### config.mk
export PLATFORM = sky130hd
export DESIGN_NAME = spc_port_ctrl
export DESIGN_NICKNAME = d
export VERILOG_FILES = /design/src/spc_pkg.sv /design/src/spc_port_ctrl.sv
export VERILOG_INCLUDE_DIRS = /design/src
export SDC_FILE = /design/constraint.sdc
export NUM_CORES = 1
export LEC_CHECK = 0
export BUFFER_PORTS_ARGS = -buffer_cell sky130_fd_sc_hd__buf_2
export CORE_ASPECT_RATIO = 1.4
export CORE_MARGIN = 8
export CORE_UTILIZATION = 31
export CTS_CLUSTER_DIAMETER = 40
export DETAILED_ROUTE_END_ITERATION = 8
export SYNTH_ARGS = -nofsm -noshare
export SYNTH_HDL_FRONTEND = slang
export SYNTH_SLANG_ARGS = --single-unit
### constraint.sdc
create_clock -name core_clk -period 8.2 [get_ports core_clk]
set_clock_uncertainty 0.15 [all_clocks]
set_input_delay 0.41 -clock core_clk [delete_from_list [all_inputs] [get_ports core_clk]]
set_output_delay 0.41 -clock core_clk [all_outputs]
set_load 0.02 [all_outputs]
### src/spc_regs.svh
// Register offsets, field positions, reset values and limits of the port block
`ifndef SPC_REGS_SVH
`define SPC_REGS_SVH
// Byte offsets on the register port
`define SPC_OFS_CFG      8'h00
`define SPC_OFS_MAXLEN   8'h04
`define SPC_OFS_COMMIT   8'h08
`define SPC_OFS_STATUS   8'h0C
`define SPC_OFS_INT_STAT 8'h10
`define SPC_OFS_INT_MASK 8'h14
`define SPC_OFS_RX_ERR   8'h18
// Configuration word fields
`define SPC_CFG_MODE_LSB 0
`define SPC_CFG_FC_BIT   4
`define SPC_CFG_EXC_BIT  5
`define SPC_CFG_PS_LSB   6
// Status word fields
`define SPC_ST_LINK_BIT  0
`define SPC_ST_SPD_LSB   1
`define SPC_ST_FULL_BIT  4
`define SPC_ST_RXP_BIT   5
`define SPC_ST_TXP_BIT   6
`define SPC_ST_XOVR_BIT  7
`define SPC_ST_PWR_LSB   8
`define SPC_ST_NEG_LSB   16
// Interrupt bit positions
`define SPC_EV_LINK      0
`define SPC_EV_OVERSIZE  1
`define SPC_EV_EXCOLL    2
`define SPC_EV_NEGDONE   3
// Frame length limits in bytes
`define SPC_LEN_MIN      14'h05EE
`define SPC_LEN_COPPER   14'h2580
`define SPC_LEN_FIBER    14'h2328
// Collisions before the excessive-collision policy acts
`define SPC_COLL_LIMIT   5'h10
// Power usage figures in percent
`define SPC_PWR_DOWN     7'h28
`define SPC_PWR_DOWN_PS  7'h0A
`define SPC_PWR_UP_CUT   7'h14
`define SPC_PWR_10M      7'h1E
`define SPC_PWR_100M     7'h32
`define SPC_PWR_1G       7'h50
`define SPC_PWR_10G      7'h64
`endif

### src/spc_pkg.sv
// Types shared by the port configuration block
package spc_pkg;
  // Configured link speed selections
  typedef enum logic [3:0] {
    SPC_DISABLED   = 4'h0,
    SPC_AUTO       = 4'h1,
    SPC_F10M_HALF  = 4'h2,
    SPC_F10M_FULL  = 4'h3,
    SPC_F100M_HALF = 4'h4,
    SPC_F100M_FULL = 4'h5,
    SPC_F1G_FULL   = 4'h6,
    SPC_F10G_FULL  = 4'h7,
    SPC_FIB_NEG_1G = 4'h8,
    SPC_FIB_NEG_10G = 4'h9
  } spc_mode_t;
  // Current link speed report
  typedef enum logic [2:0] {
    SPC_SPD_DOWN = 3'h0,
    SPC_SPD_10M  = 3'h1,
    SPC_SPD_100M = 3'h2,
    SPC_SPD_1G   = 3'h3,
    SPC_SPD_10G  = 3'h4
  } spc_speed_t;
  // Power saving selector
  typedef enum logic [1:0] {
    SPC_PS_OFF  = 2'h0,
    SPC_PS_DOWN = 2'h1,
    SPC_PS_UP   = 2'h2,
    SPC_PS_BOTH = 2'h3
  } spc_ps_t;
  // Negotiation control states
  typedef enum logic [1:0] {
    SPC_NEG_OFF     = 2'h0,
    SPC_NEG_RESTART = 2'h1,
    SPC_NEG_WAIT    = 2'h2,
    SPC_NEG_DONE    = 2'h3
  } spc_neg_t;
  // Whole state of the block
  typedef struct packed {
    spc_mode_t   cfg_mode;
    logic        cfg_fc;
    logic        cfg_exc;
    spc_ps_t     cfg_ps;
    logic [13:0] cfg_maxlen;
    spc_mode_t   act_mode;
    logic        act_fc;
    logic        act_exc;
    spc_ps_t     act_ps;
    logic [13:0] act_maxlen;
    spc_neg_t    neg;
    spc_speed_t  neg_speed;
    logic        neg_full;
    logic        neg_pause;
    logic [4:0]  coll_cnt;
    logic [3:0]  int_stat;
    logic [3:0]  int_mask;
    logic [15:0] err_cnt;
    logic        link_q;
    logic [31:0] rd_data;
    logic        port_enable;
    logic        an_enable;
    logic        an_restart;
    logic        an_adv_pause;
    logic        rx_pause;
    logic        tx_pause;
    logic        xover_en;
    logic        ld_ps;
    logic        lu_ps;
    logic        rx_drop;
    logic        tx_discard;
    logic        tx_restart;
    logic        irq;
    spc_speed_t  cur_speed;
    logic        cur_full;
    logic [6:0]  pwr_pct;
  } spc_state_t;
endpackage

### src/spc_port_ctrl.sv
// Ethernet switch port configuration, flow control and status logic
`timescale 1ns/100ps
`include "spc_regs.svh"

module spc_port_ctrl (
  input  wire logic           core_clk,
  input  wire logic           reset,
  input  wire logic [7:0]     reg_addr,
  input  wire logic [31:0]    reg_wdata,
  input  wire logic           reg_wr,
  input  wire logic           reg_rd,
  output logic [31:0]         reg_rdata,
  input  wire logic           port_is_fiber,
  input  wire logic           phy_link_up,
  input  wire logic           neg_done,
  input  wire spc_pkg::spc_speed_t neg_speed,
  input  wire logic           neg_full,
  input  wire logic           partner_pause,
  input  wire logic           rx_frame_end,
  input  wire logic [13:0]    rx_frame_len,
  input  wire logic           tx_frame_start,
  input  wire logic           tx_collision,
  output logic                port_enable,
  output logic                an_enable,
  output logic                an_restart,
  output logic                an_adv_pause,
  output logic                rx_pause_en,
  output logic                tx_pause_en,
  output logic                auto_crossover_detect,
  output logic                link_down_power_save,
  output logic                link_up_power_save,
  output logic                rx_drop,
  output logic                tx_discard,
  output logic                tx_backoff_restart,
  output spc_pkg::spc_speed_t cur_speed,
  output logic                cur_full,
  output logic [6:0]          power_pct,
  output logic                irq
);
  import spc_pkg::*;

  // ----------------------------------------
  // Helper functions
  // ----------------------------------------

  // Mode uses negotiation
  function automatic logic is_neg(input spc_mode_t m);
    is_neg = (m == SPC_AUTO) || (m == SPC_FIB_NEG_1G) ||
             (m == SPC_FIB_NEG_10G);
  endfunction

  // Speed of a forced mode
  function automatic spc_speed_t forced_speed(input spc_mode_t m);
    case (m)
      SPC_F10M_HALF, SPC_F10M_FULL:   forced_speed = SPC_SPD_10M;
      SPC_F100M_HALF, SPC_F100M_FULL: forced_speed = SPC_SPD_100M;
      SPC_F1G_FULL:                   forced_speed = SPC_SPD_1G;
      SPC_F10G_FULL:                  forced_speed = SPC_SPD_10G;
      default:                        forced_speed = SPC_SPD_DOWN;
    endcase
  endfunction

  // Power base figure for a running speed
  function automatic logic [6:0] speed_power(input spc_speed_t s);
    case (s)
      SPC_SPD_10M:  speed_power = `SPC_PWR_10M;
      SPC_SPD_100M: speed_power = `SPC_PWR_100M;
      SPC_SPD_1G:   speed_power = `SPC_PWR_1G;
      SPC_SPD_10G:  speed_power = `SPC_PWR_10G;
      default:      speed_power = `SPC_PWR_DOWN;
    endcase
  endfunction

  // ----------------------------------------
  // State
  // ----------------------------------------
  spc_state_t  st_reg;        // Registered state
  spc_state_t  st_next;       // Next state
  logic        wr_cfg;        // Write to configuration word
  logic        wr_commit;     // Commit strobe
  logic        changed;       // Committed speed or pause differs
  logic        forced;        // Committed mode is a forced one or disabled
  logic        link_now;      // Link is really up
  logic        oversize;      // Frame longer than the limit
  logic        coll_hit;      // Collision count reaches limit
  logic [13:0] len_cap;       // Port type length ceiling
  logic [13:0] len_req;       // Requested length clamped
  logic [3:0]  events;        // Event pulses this cycle
  logic [31:0] status_word;   // Assembled status
  logic [6:0]  pwr;           // Power figure after save cut, before port disable gating

  // ----------------------------------------
  // Next-state logic
  // ----------------------------------------

  // Builds the whole next state
  always_comb begin
    st_next   = st_reg;
    wr_cfg    = reg_wr && (reg_addr == `SPC_OFS_CFG);
    wr_commit = reg_wr && (reg_addr == `SPC_OFS_COMMIT) && reg_wdata[0];
    // Length ceiling follows port medium
    len_cap = port_is_fiber ? `SPC_LEN_FIBER : `SPC_LEN_COPPER;
    len_req = st_reg.cfg_maxlen;
    if (len_req < `SPC_LEN_MIN) begin
      len_req = `SPC_LEN_MIN;
    end else if (len_req > len_cap) begin
      len_req = len_cap;
    end
    // Configuration and length writes only touch the shadow copy
    if (wr_cfg) begin
      st_next.cfg_mode = spc_mode_t'(reg_wdata[`SPC_CFG_MODE_LSB +: 4]);
      st_next.cfg_fc   = reg_wdata[`SPC_CFG_FC_BIT];
      st_next.cfg_exc  = reg_wdata[`SPC_CFG_EXC_BIT];
      st_next.cfg_ps   = spc_ps_t'(reg_wdata[`SPC_CFG_PS_LSB +: 2]);
    end
    if (reg_wr && (reg_addr == `SPC_OFS_MAXLEN)) begin
      st_next.cfg_maxlen = reg_wdata[13:0];
    end
    if (reg_wr && (reg_addr == `SPC_OFS_INT_MASK)) begin
      st_next.int_mask = reg_wdata[3:0];
    end
    // Commit copies shadow into the active set
    changed = (st_reg.cfg_mode != st_reg.act_mode) ||
              (st_reg.cfg_fc != st_reg.act_fc);
    if (wr_commit) begin
      st_next.act_mode   = st_reg.cfg_mode;
      st_next.act_fc     = st_reg.cfg_fc;
      st_next.act_exc    = st_reg.cfg_exc;
      st_next.act_ps     = st_reg.cfg_ps;
      st_next.act_maxlen = len_req;
    end
    forced = !is_neg(st_next.act_mode);
    // Negotiation controller
    st_next.an_restart = 1'b0;
    case (st_reg.neg)
      SPC_NEG_OFF: begin
        if (!forced) begin
          st_next.neg = SPC_NEG_RESTART;
        end
      end
      SPC_NEG_RESTART: begin
        st_next.an_restart = 1'b1;
        st_next.neg        = SPC_NEG_WAIT;
      end
      SPC_NEG_WAIT: begin
        if (neg_done) begin
          st_next.neg       = SPC_NEG_DONE;
          st_next.neg_speed = neg_speed;
          st_next.neg_full  = neg_full;
          st_next.neg_pause = partner_pause;
        end
      end
      SPC_NEG_DONE: begin
        if (neg_done) begin
          st_next.neg_speed = neg_speed;
          st_next.neg_full  = neg_full;
          st_next.neg_pause = partner_pause;
        end
      end
      default: st_next.neg = SPC_NEG_OFF;
    endcase
    // Change of speed or pause starts a fresh exchange
    if (wr_commit && changed && !forced) begin
      st_next.neg = SPC_NEG_RESTART;
    end
    if (forced) begin
      st_next.neg        = SPC_NEG_OFF;
      st_next.an_restart = 1'b0;
    end
    if (st_next.neg != SPC_NEG_DONE) begin
      st_next.neg_pause = 1'b0;
    end
    // Port controls
    st_next.port_enable  = st_next.act_mode != SPC_DISABLED;
    st_next.an_enable    = !forced;
    st_next.an_adv_pause = !forced && st_next.act_fc;
    link_now = phy_link_up && st_next.port_enable;
    // Operating pause enables
    if (!st_next.port_enable) begin
      st_next.rx_pause = 1'b0;
      st_next.tx_pause = 1'b0;
    end else if (forced) begin
      st_next.rx_pause = st_next.act_fc;
      st_next.tx_pause = st_next.act_fc;
    end else begin
      st_next.rx_pause = st_next.act_fc && st_next.neg_pause;
      st_next.tx_pause = st_next.act_fc && st_next.neg_pause;
    end
    // Crossover off in forced low speed modes
    st_next.xover_en = !((st_next.act_mode == SPC_F10M_HALF) ||
                         (st_next.act_mode == SPC_F10M_FULL) ||
                         (st_next.act_mode == SPC_F100M_HALF) ||
                         (st_next.act_mode == SPC_F100M_FULL));
    // Power saving selector
    st_next.ld_ps = st_next.act_ps[0];
    st_next.lu_ps = st_next.act_ps[1];
    // Current speed and duplex
    st_next.link_q = link_now;
    if (!link_now) begin
      st_next.cur_speed = SPC_SPD_DOWN;
      st_next.cur_full  = 1'b0;
    end else if (forced) begin
      st_next.cur_speed = forced_speed(st_next.act_mode);
      st_next.cur_full  = (st_next.act_mode != SPC_F10M_HALF) &&
                          (st_next.act_mode != SPC_F100M_HALF);
    end else begin
      st_next.cur_speed = st_next.neg_speed;
      st_next.cur_full  = st_next.neg_full;
    end
    // Power usage figure
    pwr = speed_power(st_next.cur_speed);
    if (!link_now) begin
      pwr = st_next.ld_ps ? `SPC_PWR_DOWN_PS : `SPC_PWR_DOWN;
    end else if (st_next.lu_ps) begin
      pwr = pwr - `SPC_PWR_UP_CUT;
    end
    st_next.pwr_pct = st_next.port_enable ? pwr : 7'h00;
    // Oversize receive frames are dropped and counted
    oversize = rx_frame_end && (rx_frame_len > st_reg.act_maxlen);
    st_next.rx_drop = oversize;
    if (oversize && (st_reg.err_cnt != 16'hFFFF)) begin
      st_next.err_cnt = st_reg.err_cnt + 16'h0001;
    end
    // Collision counting and excessive-collision policy
    st_next.tx_discard = 1'b0;
    st_next.tx_restart = 1'b0;
    coll_hit = tx_collision && !tx_frame_start &&
               (st_reg.coll_cnt == (`SPC_COLL_LIMIT - 5'h01));
    if (tx_frame_start) begin
      st_next.coll_cnt = 5'h00;
    end else if (coll_hit) begin
      st_next.coll_cnt   = 5'h00;
      st_next.tx_discard = !st_reg.act_exc;
      st_next.tx_restart = st_reg.act_exc;
    end else if (tx_collision) begin
      st_next.coll_cnt = st_reg.coll_cnt + 5'h01;
    end
    // Sticky events, set wins over write-one clear
    events = 4'h0;
    events[`SPC_EV_LINK]     = link_now != st_reg.link_q;
    events[`SPC_EV_OVERSIZE] = oversize;
    events[`SPC_EV_EXCOLL]   = coll_hit;
    events[`SPC_EV_NEGDONE]  = neg_done && (st_reg.neg == SPC_NEG_WAIT);
    if (reg_wr && (reg_addr == `SPC_OFS_INT_STAT)) begin
      st_next.int_stat = st_reg.int_stat & ~reg_wdata[3:0];
    end
    st_next.int_stat = st_next.int_stat | events;
    st_next.irq = |(st_next.int_stat & st_next.int_mask);
    // Read data for the next cycle only
    status_word = 32'h0;
    status_word[`SPC_ST_LINK_BIT]     = st_reg.link_q;
    status_word[`SPC_ST_SPD_LSB +: 3] = st_reg.cur_speed;
    status_word[`SPC_ST_FULL_BIT]     = st_reg.cur_full;
    status_word[`SPC_ST_RXP_BIT]      = st_reg.rx_pause;
    status_word[`SPC_ST_TXP_BIT]      = st_reg.tx_pause;
    status_word[`SPC_ST_XOVR_BIT]     = st_reg.xover_en;
    status_word[`SPC_ST_PWR_LSB +: 7] = st_reg.pwr_pct;
    status_word[`SPC_ST_NEG_LSB +: 2] = st_reg.neg;
    st_next.rd_data = 32'h0;
    if (reg_rd) begin
      case (reg_addr)
        `SPC_OFS_CFG: begin
          st_next.rd_data[`SPC_CFG_MODE_LSB +: 4] = st_reg.cfg_mode;
          st_next.rd_data[`SPC_CFG_FC_BIT]        = st_reg.cfg_fc;
          st_next.rd_data[`SPC_CFG_EXC_BIT]       = st_reg.cfg_exc;
          st_next.rd_data[`SPC_CFG_PS_LSB +: 2]   = st_reg.cfg_ps;
        end
        `SPC_OFS_MAXLEN:   st_next.rd_data[13:0] = st_reg.act_maxlen;
        `SPC_OFS_STATUS:   st_next.rd_data = status_word;
        `SPC_OFS_INT_STAT: st_next.rd_data[3:0] = st_reg.int_stat;
        `SPC_OFS_INT_MASK: st_next.rd_data[3:0] = st_reg.int_mask;
        `SPC_OFS_RX_ERR:   st_next.rd_data[15:0] = st_reg.err_cnt;
        default:           st_next.rd_data = 32'h0;
      endcase
    end
  end

  // ----------------------------------------
  // State register
  // ----------------------------------------

  // Registers the state, synchronous reset
  always_ff @(posedge core_clk) begin
    if (reset) begin
      st_reg            <= '0;
      st_reg.cfg_mode   <= SPC_AUTO;
      st_reg.act_mode   <= SPC_AUTO;
      st_reg.cfg_maxlen <= `SPC_LEN_MIN;
      st_reg.act_maxlen <= `SPC_LEN_MIN;
    end else begin
      st_reg <= st_next;
    end
  end

  // ----------------------------------------
  // Outputs
  // ----------------------------------------
  assign reg_rdata             = st_reg.rd_data;
  assign port_enable           = st_reg.port_enable;
  assign an_enable             = st_reg.an_enable;
  assign an_restart            = st_reg.an_restart;
  assign an_adv_pause          = st_reg.an_adv_pause;
  assign rx_pause_en           = st_reg.rx_pause;
  assign tx_pause_en           = st_reg.tx_pause;
  assign auto_crossover_detect = st_reg.xover_en;
  assign link_down_power_save  = st_reg.ld_ps;
  assign link_up_power_save    = st_reg.lu_ps;
  assign rx_drop               = st_reg.rx_drop;
  assign tx_discard            = st_reg.tx_discard;
  assign tx_backoff_restart    = st_reg.tx_restart;
  assign cur_speed             = st_reg.cur_speed;
  assign cur_full              = st_reg.cur_full;
  assign power_pct             = st_reg.pwr_pct;
  assign irq                   = st_reg.irq;

  // ----------------------------------------
  // Assertions
  // ----------------------------------------
  AST_FORCED_NO_NEG: assert property (
    @(posedge core_clk) disable iff (reset)
    (st_reg.act_mode inside {[SPC_F10M_HALF:SPC_F10G_FULL]}) |->
      (!an_enable && !an_restart))
    else $error("forced mode left negotiation running");
  AST_DISABLED_DOWN: assert property (
    @(posedge core_clk) disable iff (reset)
    (st_reg.act_mode == SPC_DISABLED) |->
      (!port_enable && cur_speed == SPC_SPD_DOWN && !rx_pause_en))
    else $error("disabled port still active");
  AST_ADV_PAUSE: assert property (
    @(posedge core_clk) disable iff (reset)
    an_enable |-> (an_adv_pause == st_reg.act_fc))
    else $error("advertised pause differs from setting");
  AST_FORCED_PAUSE: assert property (
    @(posedge core_clk) disable iff (reset)
    (port_enable && !an_enable) |->
      (rx_pause_en == st_reg.act_fc && tx_pause_en == st_reg.act_fc))
    else $error("forced pause not applied");
  AST_NEG_PAUSE: assert property (
    @(posedge core_clk) disable iff (reset)
    (an_enable && st_reg.neg != SPC_NEG_DONE) |-> !rx_pause_en)
    else $error("pause enabled before negotiation result");
  AST_OVERSIZE: assert property (
    @(posedge core_clk) disable iff (reset)
    (rx_frame_end && rx_frame_len > st_reg.act_maxlen) |=> rx_drop)
    else $error("oversize frame not dropped");
  AST_LEN_RANGE: assert property (
    @(posedge core_clk) disable iff (reset)
    (st_reg.act_maxlen >= `SPC_LEN_MIN) &&
      (st_reg.act_maxlen <= `SPC_LEN_COPPER))
    else $error("active frame limit out of range");
  AST_EXCOLL: assert property (
    @(posedge core_clk) disable iff (reset)
    (tx_collision && !tx_frame_start && st_reg.coll_cnt == 5'h0F &&
     !st_reg.act_exc) |=> (tx_discard && !tx_backoff_restart))
    else $error("sixteenth collision did not discard");
  AST_RESTART: assert property (
    @(posedge core_clk) disable iff (reset)
    (tx_collision && !tx_frame_start && st_reg.coll_cnt == 5'h0F &&
     st_reg.act_exc) |=> (tx_backoff_restart && !tx_discard))
    else $error("sixteenth collision did not restart backoff");
  AST_XOVER: assert property (
    @(posedge core_clk) disable iff (reset)
    (st_reg.act_mode inside {[SPC_F10M_HALF:SPC_F100M_FULL]}) |->
      !auto_crossover_detect)
    else $error("crossover detect on in forced low speed");
  AST_RENEG: assert property (
    @(posedge core_clk) disable iff (reset)
    (reg_wr && reg_addr == `SPC_OFS_COMMIT && reg_wdata[0] &&
     is_neg(st_reg.cfg_mode) &&
     (st_reg.cfg_mode != st_reg.act_mode || st_reg.cfg_fc != st_reg.act_fc))
      |=> ##1 an_restart)
    else $error("commit of changed setting did not renegotiate");
endmodule

* Word-level counts from Yosys, hierarchy flattened *
Index checks and enable logic that the tools add are counted.

storage, ports and cells
  word-level logic and storage cells = 148
  input bits = 69
  bits in registers = 137
  output and inout bits = 56

cells by class
  reduce and logical (&&, ||, !) cells = 39
  $add $sub $neg = 3
  muxes and demuxes = 26
  eq/ne operators = 30
  magnitude comparators = 3
  bitwise logic cells = 10

operators by type and width
  cell                                                  number
  greater-than comparator 14 bit                        2
  2-to-1 mux 14 bit                                     2
  case mux 7 bit (4 select lines)                       1
  == test 8 x 5 -> 1 bit, second input constant         3
  case mux 4 bit (6 select lines)                       1
  2-to-1 mux 22 bit                                     1
  2-to-1 mux 7 bit                                      3
  case mux 6 bit (3 select lines)                       1
  logical AND 1 bit                                     17
  adder 16 x 1 -> 16 bit, second input constant         1
  == test 4 x 3 -> 1 bit, second input constant         4
  == test 8 x 4 -> 1 bit, second input constant         2
  2-to-1 mux 4 bit                                      4
  != test 16 bit, second input constant                 1
  case mux 4 bit (4 select lines)                       1
  < comparator 14 x 11 -> 1 bit, second input constant  1
  case mux 3 bit (4 select lines)                       1
  OR reduction 2 bit                                    6
  2-to-1 mux 11 bit                                     1
  case mux 5 bit (2 select lines)                       1
  OR reduction 3 bit                                    3
  AND 4 bit                                             2
  == test 4 x 2 -> 1 bit, second input constant         2
  == test 4 bit, second input constant                  2
  other kinds (30)                                      48

* Longest topological paths before layout *
Gate-level depths: netlist of the first run.

  depth after elaboration = 15
  mapped depth = 11
  gate-level depth less buffers = 9

* Worst setup path before layout of the first run *
No wires, ideal clock.

  path type = input to register
  from = input port rx_frame_len[11]
  to = register st_reg[58] (netlist name)
  required time = 7.922 ns
  slack = 5.582 ns
  cell stages on the path = 10
  buffers on the path = 2
  arrival time = 2.340 ns
  setup time = 0.128 ns
  cell sequence = ha_1 -> a21o_1 -> a21o_1 -> a21oi_1 -> o21ai_0 -> o21ai_0 -> clkbuf_1 -> clkbuf_1 -> mux2i_1 -> nor2_1

on the way
  longest elaborated chain between the ends = 3

RTL lines
  item                            line                  text
  start, declared                 spc_port_ctrl.sv:20   input wire logic [13:0] rx_frame_len,
  greater-than comparator 14 bit  spc_port_ctrl.sv:219  oversize = rx_frame_end && (rx_frame_len > st_reg.act_maxlen);
  logical AND 1 bit               spc_port_ctrl.sv:219
  logical AND 1 bit               spc_port_ctrl.sv:221  if (oversize && (st_reg.err_cnt != 16'hFFFF)) begin
  end signal, assigned            spc_port_ctrl.sv:291  st_reg <= st_next;
  end, declared                   spc_port_ctrl.sv:77   spc_state_t st_reg;

Every way passes these cells.
A chain may end at the register's enable or synchronous reset.

* Worst setup path in the final report of the first run *
  from = input port reg_addr[1]
  to = register st_reg, in the netlist power_pct[5]

on the way
  longest elaborated chain between the ends = 14
  elaborated cells between the ends (all ways) = 33
  those cells by class = add/sub (1); eq/ne (14); mux (8); bitwise (1); reduce/logical (9)

RTL lines
  item                                                                 line                                      text
  start, declared                                                      spc_port_ctrl.sv:8                        input wire logic [7:0] reg_addr,
  == test 8 x 4 -> 1 bit (no source line) (*)                          n/a
  logical AND 1 bit (*) (2 in a row)                                   spc_port_ctrl.sv:100                      wr_commit = reg_wr && (reg_addr == `SPC_OFS_COMMIT) && reg_wdata[0];
  2-to-1 mux 22 bit (*)                                                spc_port_ctrl.sv:125                      if (wr_commit) begin
  == test 4 x 3 -> 1 bit (tied with other cells)                       spc_port_ctrl.sv:54                       case (m)
  OR reduction 2 bit or logical OR 1 bit (tied branches)               spc_port_ctrl.sv:54, spc_port_ctrl.sv:48
  case mux 3 bit (4 select lines) or logical OR 1 bit (tied branches)  spc_port_ctrl.sv:54, spc_port_ctrl.sv:48
  2-to-1 mux 4 bit                                                     spc_port_ctrl.sv:202                      end else if (forced) begin
  2-to-1 mux 4 bit                                                     spc_port_ctrl.sv:199                      if (!link_now) begin
  == test 3 bit (tied with other cells)                                spc_port_ctrl.sv:65                       case (s)
  case mux 7 bit (4 select lines)                                      spc_port_ctrl.sv:65
  subtractor 7 x 5 -> 7 bit (no source line)                           n/a
  2-to-1 mux 7 bit                                                     spc_port_ctrl.sv:214                      end else if (st_next.lu_ps) begin
  2-to-1 mux 7 bit                                                     spc_port_ctrl.sv:212                      if (!link_now) begin

Mark *: on every way between the ends. The rest lies on a longest branch, timed or not.

==> results of run 1 <==
power by group through the flow:
stage	registers [mW]	clock network, mW	logic [mW]
2_1_floorplan	0.606	0	0.0635
3_3_place_gp	0.607	0	0.0897
3_5_place_dp	0.608	0	0.0908
4_1_cts	0.595	0.718	0.0913
5_1_grt	0.595	0.743	0.100
6_report	0.595	0.701	0.0911
stage by stage:
step	instances	total power, mW	setup WS [ns]	hold slack, ns	cell area [sq um]
after floorplan	740	0.6692	5.582	0.2633	6181
after global placement	1006	0.6971	4.518	0.3133	6486
after detailed placement	1006	0.6984	4.485	0.3131	6486
after CTS	1038	1.404	4.908	0.02578	7051
after global routing	1038	1.439	4.771	0.03114	7051
final	1038	1.387	4.907	0.05296	7051
layout make-up:
class	count	area, sq um	share of cell area, %
Timing Repair Buffer	97	500.5	7.098
Sequential cell	119	2382	33.79
Clock inverter	14	125.1	1.775
Tap cell	252	315.3	4.472
Clock buffer	18	439.2	6.229
Inverter	30	112.6	1.597
Multi-Input combinational cell	508	3176	45.04
synth_stat cells (5+ instances only):
master,number
mux2_2,8
nand4_1,11
inv_1,29
and3_1,9
xor2_1,7
o31ai_1,8
o221ai_1,6
mux2i_1,23
and2_1,5
ha_1,22
a21oi_1,50
nor3_1,13
nand3_1,38
dfxtp_1,119
a211oi_1,7
or4_1,8
o21ai_0,22
clkbuf_1,28
a22oi_1,17
a21o_1,6
o41ai_1,5
nand2_1,67
buf_4,45
nor2b_1,8
xnor2_1,8
nor2_1,75
worst max-delay path by stage:
| stage | cells after the start | endpoint | from |
|---|---|---|---|
| floorplan | 10 | st_reg[58]$_SDFFE_PP0P_ | rx_frame_len[11] |
| CTS | 8 | power_pct[5]$_SDFF_PP0_ | reg_addr[1] |
| global placement | 8 | power_pct[6]$_SDFF_PP0_ | reg_addr[1] |
| global route | 8 | power_pct[6]$_SDFF_PP0_ | reg_addr[1] |
| detailed placement | 8 | power_pct[5]$_SDFF_PP0_ | reg_addr[1] |
| finish | 8 | power_pct[5]$_SDFF_PP0_ | reg_addr[1] |
metal layers:
| layer | vias to the layer above | global-route usage, % |
|---|---|---|
| met5 | - | 0 |
| met1 | 2491 | 15.79 |
| met2 | 129 | 25.17 |
| li1 | 2636 | - |
| met3 | 28 | 3.908 |
| met4 | 4 | 7.706 |
cells by family (layout without fill, tap and decap cells):
| group | count (synthesis) | count (layout) |
|---|---|---|
| AO/OA/AOI/OAI | 162 | 162 |
| XOR/XNOR | 15 | 15 |
| adder cells (fa/ha/maj) | 22 | 22 |
| buffers and inverters | 113 | 159 |
| flip-flops | 119 | 119 |
| multiplexers | 33 | 33 |
| other | 1 | 15 |
| AND/OR/NAND/NOR | 261 | 261 |
==> out/metrics.cfg, run 1 <==
[cts]
cts_setup_buffers = 0
htree_levels = 4
clk_latency_ns = 0.42
cts_buffers = 17
cts_hold_buf = 0
cts_root_buffer = clkbuf_16
clock_sinks = 119
cts_buffer_depth = 2
cts-resized-gates = 0
cts_tree = done
path_clk_slew_ns = 0.05

[die]
die_w_um = 134.8
pin_count = 125
fp.dieH_um = 182.4
start_util_pct = 31.24
num_rows = 61
coreArea_sq_um = 19620
die_area_sq_um = 24590

[sta]
fin_crit_sh_pct = 40.16
worst_pin_slew_ns = 0.9091
maxSlewViolCount = 0
max_freq_mhz = 303.7
tns_ns = 0
finalSetupViolCount = 0
period_minus_slack_ns = 3.293
rsz0062_at_grt = false
finalHoldViolCount = 0
max_slew_margin_pct = 39.17

[finish]
antenna-diode-count = 0
drive_gt1_share_pct = 19.34
final_cell_mix = dfxtp_1 (119), buf_2 (91), nor2_1 (75)
nets = 864
final_common_cell = dfxtp_1
largest_reg_flops = 81
nFillCells = 2028
post-route-util_pct = 35.94
synthToLayoutAreaGrowth_pct = 15.05

[grt]
grt.overflow.total = 0
grt_use_total_pct = 14.55
grt_pass1_wl_mm = 27.70
grt_pass1_vias = 5173
antenna_found_initial = 2
grt_max_degree = 38

[synthesis]
synthSimpleGateAreaFrac_pct = 20.68
netlist_instances = 726
async_flop_share_pct = 0
ys_types = 74
synth_top_area_share_pct = 38.87
synth_top_family_by_area = simple AND/OR/NAND/NOR gates
avgSynthCellArea_sq_um = 8.441
syn_area_sq_um = 6128
synthAdderAreaFrac_pct = 4.492
ys_ff_latch = 119
seq_area_frac_synth_pct = 38.87
yosysTopAreaCell = dfxtp_1
synth_xor_area_share_pct = 2.144
synth.area.mux_share_pct = 5.676
yosys_warnings = 0
synth_edf_count = 0
synth_area_leaders = dfxtp_1 (39%), buf_4 (5.5%), nor2_1 (4.6%)
synth_ff_type = dfxtp_1
synth_compound_area_share_pct = 17.82

[drt]
wl_met1_mm = 7.199
ant_nets = 0
wl_met3_um = 902
drt_wl_total_mm = 17.74
drt_pass1_iterations = 4
initialDrtViolationCount = 337
drc_errors = 0
viasPerCell = 5.094
highest_layer = met5
vias = 5288
dr_wl_met2_mm = 9.012
post_drt_wl_per_cell_um = 17.09

[setup_path]
r2r-end = st_reg[68]$_SDFFE_PP0P_
cpPeakStageDelay_ns = 0.71
endpoint_kind = flip-flop
crit_chain = buf_2 -> nor3b_1 -> nand3_2 -> mux2i_2 -> nand2_1 -> a221o_1 -> or3_1 -> a311oi_2
critPathBufInv = 1
r2r_cells = 10
crit_required_ns = 8.38
cpLargestDelayFamily = simple AND/OR/NAND/NOR gates
start_kind = primary input
cp_slowest_cell = nand3_2
worstSetupPathType = in2reg
cp.arrival_ns = 3.47
cp_max_fo = 26
r2r_slack_ns = 5.39
timing.rr.start = st_reg[94]$_SDFFE_PP1P_

[pwr]
p_leak_nw = 2.985
swShare_pct = 24.83
netSwitchingPower_mw = 0.3444
pwr_density_cell_nw_per_um2 = 196.8
internal_power_mw = 1.043
power_frac_seq_pct = 42.9
p_comb_share_pct = 6.6
vdd_drop_max_v = 0.0001029
p_clk_share_pct = 50.5

[place]
hpwl_mm = 13.64
gp_congestion = 0.8440
io_buffers = 91

[worst_hold_path]
hold_path_depth = 2
min-delay-start = tx_frame_start
min_to = tx_discard$_SDFF_PP0_
holdCritPathClass = in2reg

[run_status]
status = finished, final reports clean

[job]
drv_cap = 0

Note: power is estimated with default switching activity, not from simulation.
==> run 2, diff against run 1 <==
--- a/config.mk
+++ b/config.mk
@@ -6,6 +6,7 @@
 export SDC_FILE = /design/constraint.sdc
 export NUM_CORES = 1
 export LEC_CHECK = 0
+export ABC_AREA = 1
 export BUFFER_PORTS_ARGS = -buffer_cell sky130_fd_sc_hd__buf_2
 export CORE_ASPECT_RATIO = 1.4
 export CORE_MARGIN = 8
==> constraint.sdc (replaced) <==
create_clock -name core_clk -period 3.02 [get_ports core_clk]
set_clock_uncertainty 0.15 [all_clocks]
set_input_delay 0.151 -clock core_clk [delete_from_list [all_inputs] [get_ports core_clk]]
set_output_delay 0.151 -clock core_clk [all_outputs]
set_load 0.02 [all_outputs]
==> out/metrics.cfg, run 2 <==
[drt]
post_drt_wl_per_cell_um = 14.97
drt_wl_total_mm = 18.07
ant_nets = 0
viasPerCell = 4.739
initialDrtViolationCount = 409
drt_pass1_iterations = 5
vias = 5720
drc_errors = 0

[place]
gp_congestion = 0.9228
io_buffers = 91
hpwl_mm = 14.30

[pwr]
netSwitchingPower_mw = 0.9037
pwr_density_cell_nw_per_um2 = 536.8
p_comb_share_pct = 7.3
swShare_pct = 22.53
power_frac_seq_pct = 40.2
p_leak_nw = 3.407
internal_power_mw = 3.108
vdd_drop_max_v = 0.0003246
power_mw = 4.011
p_clk_share_pct = 52.5

[grt]
antenna_found_initial = 0
grt_max_degree = 50
grt_use_total_pct = 14.90
grt.overflow.total = 0
grt_pass1_wl_mm = 28.53
grt_pass1_vias = 5588

[synthesis]
netlist_instances = 850
async_flop_share_pct = 0
synth_area_leaders = dfxtp_1 (39%), nand2_1 (10%), inv_1 (6.5%)
yosysTopAreaCell = dfxtp_1
seq_area_frac_synth_pct = 38.83
synth_top_area_share_pct = 38.83
syn_area_sq_um = 6135
ys_types = 46
post-synth-top-count-cell = nand2_1
ys_ff_latch = 119
synth_ff_type = dfxtp_1
yosys_warnings = 0
synthTopCellsByCount = nand2_1 (165), dfxtp_1 (119), inv_1 (106)
avgSynthCellArea_sq_um = 7.217
synth_edf_count = 0

[setup_path]
endpoint_kind = flip-flop
worstSetupPathType = reg2reg
cp_max_fo = 11
crit_chain = inv_1 -> ha_1 -> nand2_1 -> inv_1 -> nand3_1 -> nor3_1 -> nand2_1 -> o2111ai_1 -> nand2_1 -> inv_1 -> nand2_1 -> inv_1 -> nand2_1 -> a21oi_1
start_kind = flip-flop
cpLargestDelayFamily = simple AND/OR/NAND/NOR gates
cp_slowest_cell = inv_1
timing.critical_path.mode_cell = nand2_1
crit_required_ns = 3.21
cp.arrival_ns = 2.73
r2r_slack_ns = 0.48
critPathBufInv = 4
cpPeakStageDelay_ns = 0.35

[finish]
drive_gt1_share_pct = 17.80
nets = 1033
synthToLayoutAreaGrowth_pct = 21.80
final_cell_mix = nand2_1 (165), dfxtp_1 (119), inv_1 (106)
final_common_cell = nand2_1
largest_reg_flops = 81
antenna-diode-count = 0

[sta]
max_freq_mhz = 393.6
period_minus_slack_ns = 2.541
fin_crit_sh_pct = 84.13
tns_ns = 0
rsz0062_at_grt = false
fin_hold_ws_ns = 0.03573
finalHoldViolCount = 0
max_slew_margin_pct = 62.18
worst_pin_slew_ns = 0.5614
maxSlewViolCount = 0
finalSetupViolCount = 0

[cts]
cts-resized-gates = 0
htree_levels = 4
cts_root_buffer = clkbuf_16
cts_tree = done
clock_sinks = 119
clk_latency_ns = 0.41
path_clk_slew_ns = 0.05
cts_buffer_depth = 2
cts_buffers = 17

[die]
coreArea_sq_um = 19620
die_area_sq_um = 24610
pin_count = 125
num_rows = 61
die_w_um = 134.9
start_util_pct = 31.28
fp.dieH_um = 182.4

[worst_hold_path]
holdCritPathClass = in2reg

[run_status]
status = finished, final reports clean

[job]
drv_cap = 0

## run 2: changes by cell type in the layout (fill, tap and decap cells not counted), sizes merged, moves of 8 or more
cell	previous run	this run
a21oi	50	64
a22oi	17	0
and3	10	1
dlygate4sd3	0	24
inv	32	111
mux2i	25	2
nand2	68	181
nand3	39	49
nand4	11	2
nor2	75	102
nor2b	8	0
o21ai	24	52
or4	9	0
## run 2: final timing paths
path	startpoint	end	cells past startpoint
min reg2reg	st_reg[109]$_SDFFE_PP0P_	tx_discard$_SDFF_PP0_	1
min	reg_addr[6]	st_reg[133]$_SDFFE_PP1P_	4
max reg2reg	st_reg[105]$_SDFFE_PP0P_	st_reg[67]$_SDFFE_PP0P_	14
max	st_reg[105]$_SDFFE_PP0P_	st_reg[67]$_SDFFE_PP0P_	14
## run 2: repair_timing
action | in CTS | in global routing
hold buffers | 24 | 0
endpoints found under the hold margin | 36 | 0
setup buffers | 0 | 0
## run 2: stage by stage
stage               instance area [sq um]  utilization, %  setup slack (ns)  instances
floorplan                            6187               -            0.9272        864
global placement                     6611           33.71            0.5208       1151
detailed placement                   6611           33.71            0.4514       1151
CTS                                  7472           38.09            0.4532       1207
global route                         7472           38.09            0.2288       1207
finish                               7472           38.09            0.4792       1207
## run 2: worst reg2reg max path, stage by stage, from the launching register on
cell and delay [ns]:
dfxtp_1 0.33, inv_1 0.11, ha_1 0.29, nand2_1 0.04
inv_1 0.06, nand3_1 0.09, nor3_1 0.20, nand2_1 0.08
o2111ai_1 0.07, nand2_1 0.13, inv_1 0.13, nand2_1 0.21
inv_1 0.36, nand2_1 0.11, a21oi_1 0.12
## run 2: cell type report
type / count / area, sq um
repair buffers: 124 / 763.2
fillers: 2064 / 12140
clock buffers: 25 / 505.5
flip-flops and latches: 119 / 2382
inverters: 111 / 419.2
multi-input cells: 569 / 2972
well taps: 252 / 315.3
clock inverters: 7 / 115.1
## run 2: power by group through the flow
stage	Clock [mW]	Combinational (mW)	Sequential, mW
2_1_floorplan	0	0.189	1.65
3_3_place_gp	0	0.264	1.65
3_5_place_dp	0	0.268	1.65
4_1_cts	2.14	0.292	1.61
5_1_grt	2.21	0.323	1.62
6_report	2.11	0.291	1.61
## run 2: metal layers
layer | track usage [%] | share of wire (%)
met5 | 0 | 0
met4 | 7.841 | 4.0
met3 | 3.385 | 3.8
met2 | 26.83 | 52
met1 | 15.69 | 40
## run 2: cells by family (layout without fill, tap and decap cells)
family                     count (synthesis)  after routing  synth area share (%)
other                                      1             15               0.06113
xor gates and xnor gates                  13             13                 1.856
adders and majority gates                 22             22                 4.487
muxes                                      3              3                0.5099
DFF                                      119            119                 38.83
AOI/OAI and AO/OA                        156            156                 14.56
buffers and inverters                    176            267                 13.58
and+or+nand+nor                          360            360                 26.11
